==> src/design/anr_regs.svh <==
// Register offsets, field positions and reset values of the negotiation status/advert bank
`ifndef ANR_REGS_SVH
`define ANR_REGS_SVH
`define ANR_DEV_ADDR 5'h07
`define ANR_STATUS_OFS 16'h0201
`define ANR_ADVERT_OFS 16'h0202
`define ANR_STATUS_RESET 16'h0008
`define ANR_ADVERT_RESET 16'h0001
`define ANR_ST_PAGE_RX 6
`define ANR_ST_DONE 5
`define ANR_ST_FAULT 4
`define ANR_ST_CAPABLE 3
`define ANR_ST_LINK 2
`define ANR_AD_NEXT_PAGE 15
`define ANR_AD_ACK 14
`define ANR_AD_FAULT 13
`define ANR_AD_FORCE 12
`define ANR_AD_PAUSE_HI 11
`define ANR_AD_PAUSE_LO 10
`define ANR_SELECTOR 5'h01
`endif

==> src/design/anr_pkg.sv <==
// Types shared by the negotiation register bank
package anr_pkg;
	typedef logic [15:0] anr_word_t;
	typedef enum logic [1:0] {
		ANR_SEL_NONE = 2'b00,
		ANR_SEL_STATUS = 2'b01,
		ANR_SEL_ADVERT = 2'b10
	} anr_sel_t;
endpackage

==> src/design/anr_latch_if.sv <==
// Carrier between the bank and its latched status flags
`timescale 1ns/1ps
interface anr_latch_if;
	logic status_read;
	logic page_event;
	logic fault_event;
	logic link_now;
	logic page_received_flag;
	logic partner_fault_flag;
	logic latched_link_up_flag;
	modport bank
	(
		output status_read,
		output page_event,
		output fault_event,
		output link_now,
		input page_received_flag,
		input partner_fault_flag,
		input latched_link_up_flag
	);
	modport flags
	(
		input status_read,
		input page_event,
		input fault_event,
		input link_now,
		output page_received_flag,
		output partner_fault_flag,
		output latched_link_up_flag
	);
endinterface

==> src/design/anr_bank.sv <==
// Negotiation status and low advertisement registers on the management port
`timescale 1ns/1ps
`include "anr_regs.svh"
module anr_bank
(
	input wire logic ref_clk_in,
	input wire logic reset_in,
	input wire logic [4:0] mgmt_dev_in,
	input wire logic [15:0] mgmt_addr_in,
	input wire logic mgmt_wr_in,
	input wire logic mgmt_rd_in,
	input wire anr_pkg::anr_word_t mgmt_wdata_in,
	output anr_pkg::anr_word_t mgmt_rdata_out,
	output logic mgmt_rvalid_out,
	input wire logic negotiation_enable_in,
	input wire logic negotiation_finished_in,
	input wire logic link_up_in,
	input wire logic codeword_captured_in,
	input wire logic base_page_in,
	input wire logic partner_fault_in,
	input wire logic codeword_ack_in,
	input wire logic role_advert_in,
	output logic next_page_request_out,
	output logic local_fault_advert_out,
	output logic role_force_select_out,
	output logic [1:0] pause_capability_out,
	output logic partner_page_valid_out,
	output logic [1:0] role_mode_out
);
	import anr_pkg::*;

	anr_latch_if lf();
	anr_sel_t sel;
	logic status_rd;
	logic advert_wr;
	logic codeword_ack;
	logic base_seen;
	logic negotiation_done_flag;
	anr_word_t negotiation_status_reg;
	anr_word_t local_advert_low_reg;

	////////////////////////////////////////////////////////////////////////////
	// Address decode within the negotiation device
	always_comb
	begin
		sel = ANR_SEL_NONE;
		if (mgmt_dev_in == `ANR_DEV_ADDR && mgmt_addr_in == `ANR_STATUS_OFS)
			sel = ANR_SEL_STATUS;
		else if (mgmt_dev_in == `ANR_DEV_ADDR && mgmt_addr_in == `ANR_ADVERT_OFS)
			sel = ANR_SEL_ADVERT;
	end

	assign status_rd = mgmt_rd_in && sel == ANR_SEL_STATUS;
	assign advert_wr = mgmt_wr_in && sel == ANR_SEL_ADVERT;

	////////////////////////////////////////////////////////////////////////////
	// Latched flags
	assign lf.status_read = status_rd;
	assign lf.page_event = codeword_captured_in;
	assign lf.fault_event = codeword_captured_in && base_page_in && partner_fault_in;
	assign lf.link_now = link_up_in;

	anr_latch_flags u_flags
	(
		.ref_clk_in(ref_clk_in),
		.reset_in(reset_in),
		.lf(lf)
	);

	// Partner base page valid once the first base page arrives in this negotiation
	always_ff @(posedge ref_clk_in)
	begin
		if (reset_in || !negotiation_enable_in)
			base_seen <= 1'b0;
		else if (codeword_captured_in && base_page_in)
			base_seen <= 1'b1;
	end

	assign partner_page_valid_out = base_seen;
	assign negotiation_done_flag = negotiation_enable_in && negotiation_finished_in
		&& link_up_in && base_seen;

	always_comb
	begin
		negotiation_status_reg = 16'h0000;
		negotiation_status_reg[`ANR_ST_PAGE_RX] = lf.page_received_flag;
		negotiation_status_reg[`ANR_ST_DONE] = negotiation_done_flag;
		negotiation_status_reg[`ANR_ST_FAULT] = lf.partner_fault_flag;
		negotiation_status_reg[`ANR_ST_CAPABLE] = 1'b1;
		negotiation_status_reg[`ANR_ST_LINK] = lf.latched_link_up_flag;
	end

	////////////////////////////////////////////////////////////////////////////
	// Low advertisement register
	always_ff @(posedge ref_clk_in)
	begin
		if (reset_in)
		begin
			next_page_request_out <= 1'b0;
			local_fault_advert_out <= 1'b0;
			role_force_select_out <= 1'b0;
			pause_capability_out <= 2'h0;
		end
		else if (advert_wr)
		begin
			next_page_request_out <= mgmt_wdata_in[`ANR_AD_NEXT_PAGE];
			local_fault_advert_out <= mgmt_wdata_in[`ANR_AD_FAULT];
			role_force_select_out <= mgmt_wdata_in[`ANR_AD_FORCE];
			pause_capability_out <= mgmt_wdata_in[`ANR_AD_PAUSE_HI:`ANR_AD_PAUSE_LO];
		end
	end

	// Acknowledge follows the negotiation engine only
	always_ff @(posedge ref_clk_in)
	begin
		if (reset_in)
			codeword_ack <= 1'b0;
		else
			codeword_ack <= codeword_ack_in;
	end

	// Role mode: bit1 forced, bit0 master
	assign role_mode_out = {role_force_select_out, role_advert_in};

	always_comb
	begin
		local_advert_low_reg = 16'h0000;
		local_advert_low_reg[`ANR_AD_NEXT_PAGE] = next_page_request_out;
		local_advert_low_reg[`ANR_AD_ACK] = codeword_ack;
		local_advert_low_reg[`ANR_AD_FAULT] = local_fault_advert_out;
		local_advert_low_reg[`ANR_AD_FORCE] = role_force_select_out;
		local_advert_low_reg[`ANR_AD_PAUSE_HI:`ANR_AD_PAUSE_LO] = pause_capability_out;
		local_advert_low_reg[4:0] = `ANR_SELECTOR;
	end

	////////////////////////////////////////////////////////////////////////////
	// Read data, one cycle after the read strobe
	always_ff @(posedge ref_clk_in)
	begin
		if (reset_in)
		begin
			mgmt_rdata_out <= 16'h0000;
			mgmt_rvalid_out <= 1'b0;
		end
		else
		begin
			mgmt_rvalid_out <= mgmt_rd_in;
			// Held between reads so the answer stands until the next read
			if (mgmt_rd_in)
			begin
				unique case (sel)
					ANR_SEL_STATUS: mgmt_rdata_out <= negotiation_status_reg;
					ANR_SEL_ADVERT: mgmt_rdata_out <= local_advert_low_reg;
					default: mgmt_rdata_out <= 16'h0000;
				endcase
			end
		end
	end
endmodule

==> src/design/anr_latch_flags.sv <==
// Latched-high flags cleared and latched-low flag re-armed by a status read
`timescale 1ns/1ps
module anr_latch_flags
(
	input wire logic ref_clk_in,
	input wire logic reset_in,
	anr_latch_if.flags lf
);
	import anr_pkg::*;

	// Latched high: event wins over the read that clears
	always_ff @(posedge ref_clk_in)
	begin
		if (reset_in)
			lf.page_received_flag <= 1'b0;
		else if (lf.page_event)
			lf.page_received_flag <= 1'b1;
		else if (lf.status_read)
			lf.page_received_flag <= 1'b0;
	end

	always_ff @(posedge ref_clk_in)
	begin
		if (reset_in)
			lf.partner_fault_flag <= 1'b0;
		else if (lf.fault_event)
			lf.partner_fault_flag <= 1'b1;
		else if (lf.status_read)
			lf.partner_fault_flag <= 1'b0;
	end

	// Latched low: a drop wins over the read that re-arms
	always_ff @(posedge ref_clk_in)
	begin
		if (reset_in)
			lf.latched_link_up_flag <= 1'b0;
		else if (!lf.link_now)
			lf.latched_link_up_flag <= 1'b0;
		else if (lf.status_read)
			lf.latched_link_up_flag <= 1'b1;
	end
endmodule

==> config.mk <==
export PLATFORM = sky130hd
export DESIGN_NAME = anr_bank
export DESIGN_NICKNAME = d
export VERILOG_FILES = /design/src/design/anr_pkg.sv /design/src/design/anr_latch_if.sv /design/src/design/anr_bank.sv /design/src/design/anr_latch_flags.sv
export VERILOG_INCLUDE_DIRS = /design/src /design/src/design
export SDC_FILE = /design/constraint.sdc
export NUM_CORES = 1
export LEC_CHECK = 0
export BUFFER_PORTS_ARGS = -buffer_cell sky130_fd_sc_hd__buf_2
export CORE_MARGIN = 3
export CORE_UTILIZATION = 40
export CTS_CLUSTER_DIAMETER = 200
export DETAILED_ROUTE_END_ITERATION = 6
export PLACE_DENSITY = 0.78
export SKIP_CTS_REPAIR_TIMING = 1
export SYNTH_ARGS = -nofsm -noshare
export SYNTH_HDL_FRONTEND = slang
export SYNTH_SLANG_ARGS = --single-unit
==> constraint.sdc <==
create_clock -name ref_clk_in -period 1.2 [get_ports ref_clk_in]
set_input_delay 0.06 -clock ref_clk_in [delete_from_list [all_inputs] [get_ports ref_clk_in]]
set_output_delay 0.06 -clock ref_clk_in [all_outputs]
set_load 0.02 [all_outputs]
==> impl_metrics.csv <==
group,metric,value,unit
timing,holdWs,-0.00736,ns
yosys,ys_warn_count,0,
global_routing,grt_remaining_overflow,0,
drt,drt_wl_total,2630,µm
power,ir_drop,760,µV
hold_path,whs_endpoint,"next_page_request_out",
yosys,ys.flop_type,"dfxtp_1",
status,status,"finished, violations left",
status,failed_checks,"negative hold slack",
critical_path,cp-start-kind,"flip-flop",
critical_path,criticalPathCategory,"reg -> out",
drt,drc,0,
power,finalPower,1.29,mW
yosys,synthCells,113,
cells_and_area,finalNonFillerCells,200,
yosys,synth.most_common_cell,"dfxtp_1",
yosys,yosysTopAreaCellShare,0.426,
die,die_width,58.0,µm
critical_path,startpoint,"role_force_select_out",
critical_path,end_kind,"primary output",
timing,fin_ws,0.251,ns
cts,cts_tree,"yes",
placement,place_inst,192,
hold_path,worst_hold_path_type,"in -> reg",
cells_and_area,area_growth_syn_to_layout,29.2,%
critical_path,required,1.14,ns
die,initial_utilization,0.429,
timing,tns,0,ns
critical_path,critPathSlowestCell,"dfxtp_1",
global_routing,grt_pass1_vias,937,
yosys,synth_edf_count,0,
timing,rsz0062_at_grt,"false",
timing,max_freq,1.05,GHz
yosys,async_flop_share,0,
drt,drtIter0Drc,23,
yosys,yosys-top-cells-area,"dfxtp_1 43%, nand4_1 7.5%, a21oi_1 7.4%, nand2b_1 5.2%, buf_4 4.2%",
timing,timing.final.crit_share,0.791,
yosys,yosys-top-cells-count,"23 x dfxtp_1, 16 x a21oi_1, 13 x nand4_1",
global_routing,grt_start_max_net_pins,22,
drt,routed_via_density,5.25,
cts,cts_buffers,3,
global_routing,antenna_found_initial,0,
cts,cts_max_level,1,
power,power_density,927,nW/µm²
drt,wl_per_cell,13.1,µm
flow_run,maxCapViolations,0,
global_routing,grt_util_all_layers,0.159,
critical_path,critPathMaxStageDelay,0.39,ns
critical_path,critPathBufInv,1,
timing,clock_skew,0.0115,ns
drt,ant_nets,0,
cells_and_area,final_layout_size_suffix_gt1_frac,0.412,
placement,routabilityCongestion,0.773,
yosys,synth_top_area_cell,"dfxtp_1",
cts,cts.root.buffer_cell,"clkbuf_4",
die,die-area,3360,µm²
yosys,ys_types,33,
critical_path,cp_data_arrival_time,0.89,ns
die,coreArea,2520,µm²
die,die_height,58.0,µm
cells_and_area,num-nets-final,220,
yosys,ys_ff_latch,23,
cts,cts_sinks,23,
yosys,yosysSeqAreaShare,0.426,
critical_path,reg2reg_depth,3,
yosys,syn_avg_cell_area,9.57,µm²
placement,io_buffer_count,56,
critical_path,timing.rr.start,"partner_page_valid_out",
timing,drv_slew,0,
critical_path,r2r_slack,0.34,ns
cts,clock_latency,0.31,ns
die,io_pins,74,
timing,setup_viol,0,
critical_path,cp_cell_sequence,"buf_2",
die,row_count,18,
hold_path,holdPathStages,3,
drt,dr_total_vias,1050,
critical_path,cp_max_fo,4,
critical_path,crit_family,"flip-flops",
critical_path,r2r-end,"mgmt_rdata_out[5]",
cts,clkTransAtPathRegs,0.13,ns
timing,final_hold_viol_count,3,
placement,dpl_worst_slack,-0.0541,ns
cells_and_area,antenna_cells,0,
global_routing,grt_pass1_wl,4200,µm
drt,dr.pass1.iters,4,
cells_and_area,fill_cells,225,
hold_path,hold_start,"mgmt_wdata_in[15]",
cells_and_area,multi_input_area,513,µm²
placement,dpl.hpwl,2060,µm
timing,post-route-min-period,0.949,ns
cells_and_area,register_area,460,µm²
yosys,syn_area,1080,µm²
power,leakage,0.621,nW
cts,clockBufferDepth,2,
## stage by stage
| stage | cell area (µm²) | util | hold WS (ns) |
|---|---|---|---|
| finish | 1400 | 0.554 | -0.00736 |
| global route | 1400 | 0.554 | 0.00799 |
| CTS | 1360 | 0.538 | -0.0616 |
| detailed placement | 1330 | 0.527 | 0.120 |
| global placement | 1330 | 0.527 | 0.120 |
| floorplan | 1090 | - | 0.176 |
## worst reg2reg max path, cell delays in order (launching register included)
cell and delay (ns):
dfxtp_1 0.37, and4_1 0.19, nand4_1 0.10, a21oi_1 0.15
## state kept, by name, indices dropped and copies added, names as in the netlist
signal	count
pause_capability_out	2
u_flags.lf.page_received_flag	1
partner_page_valid_out	1
u_flags.lf.partner_fault_flag	1
u_flags.lf.latched_link_up_flag	1
local_fault_advert_out	1
next_page_request_out	1
role_force_select_out	1
mgmt_rdata_out	12
mgmt_rvalid_out	1
codeword_ack	1
## layer usage
metal | part of all wire | routed length, µm | vias up | GRT usage
met5 | 0 | 0 | - | 0
met4 | 0.0072 | 19 | 0 | 0.0364
met3 | 0.089 | 234 | 4 | 0.0535
met2 | 0.48 | 1250 | 45 | 0.253
met1 | 0.43 | 1130 | 484 | 0.209
li1 | - | - | 517 | -
## cells by family after synthesis
family / share of synthesized area
AO/OA/AOI/OAI: 0.141
buffers and inverters: 0.110
flip-flops: 0.426
other: 0.00347
AND/OR/NAND/NOR: 0.319
## where the power goes
| group | internal [mW] | total [mW] | switching [mW] |
|---|---|---|---|
| Clock | 0.125 | 0.355 | 0.231 |
| Sequential | 0.773 | 0.778 | 0.00446 |
| Combinational | 0.0821 | 0.161 | 0.0789 |
| Total | 0.980 | 1.29 | 0.314 |
## worst max path at each step
| stage | slack (ns) | cells past startpoint | endpoint |
|---|---|---|---|
| 6_report | 0.25 | 1 | role_force_select_out |
| 5_1_grt | 0.20 | 5 | pause_capability_out[1] |
| 4_1_cts | 0.24 | 1 | role_mode_out[1] |
| 3_5_place_dp | -0.05 | 5 | u_flags.lf.partner_fault_flag |
| 3_3_place_gp | -0.03 | 5 | u_flags.lf.partner_fault_flag |
| 2_1_floorplan | 0.13 | 4 | u_flags.lf.partner_fault_flag |
## final cells by class
| type | count | share of cell area |
|---|---|---|
| clock buffer | 3 | 0.0161 |
| multi-input combinational | 76 | 0.367 |
| clock inverter | 1 | 0.00358 |
| inverter | 4 | 0.0108 |
| tap | 30 | 0.0269 |
| timing repair buffer | 63 | 0.246 |
| sequential | 23 | 0.330 |
## cell usage in the layout, fill, tap and decap left out, types with 2 or more instances in the layout
master	Yosys	final
buf_2	1	56
dfxtp_1	23	23
a21oi_1	16	16
nand4_1	13	13
nand2b_1	9	9
o21ai_0	5	5
inv_1	4	4
nand2_1	4	4
conb_1	1	4
dlygate4sd3_1	0	4
and3b_1	3	3
and4_1	3	3
nor2b_1	3	3
clkbuf_4	0	3
buf_4	6	3
o32ai_1	2	2
Power figures use the tool's default switching activity.
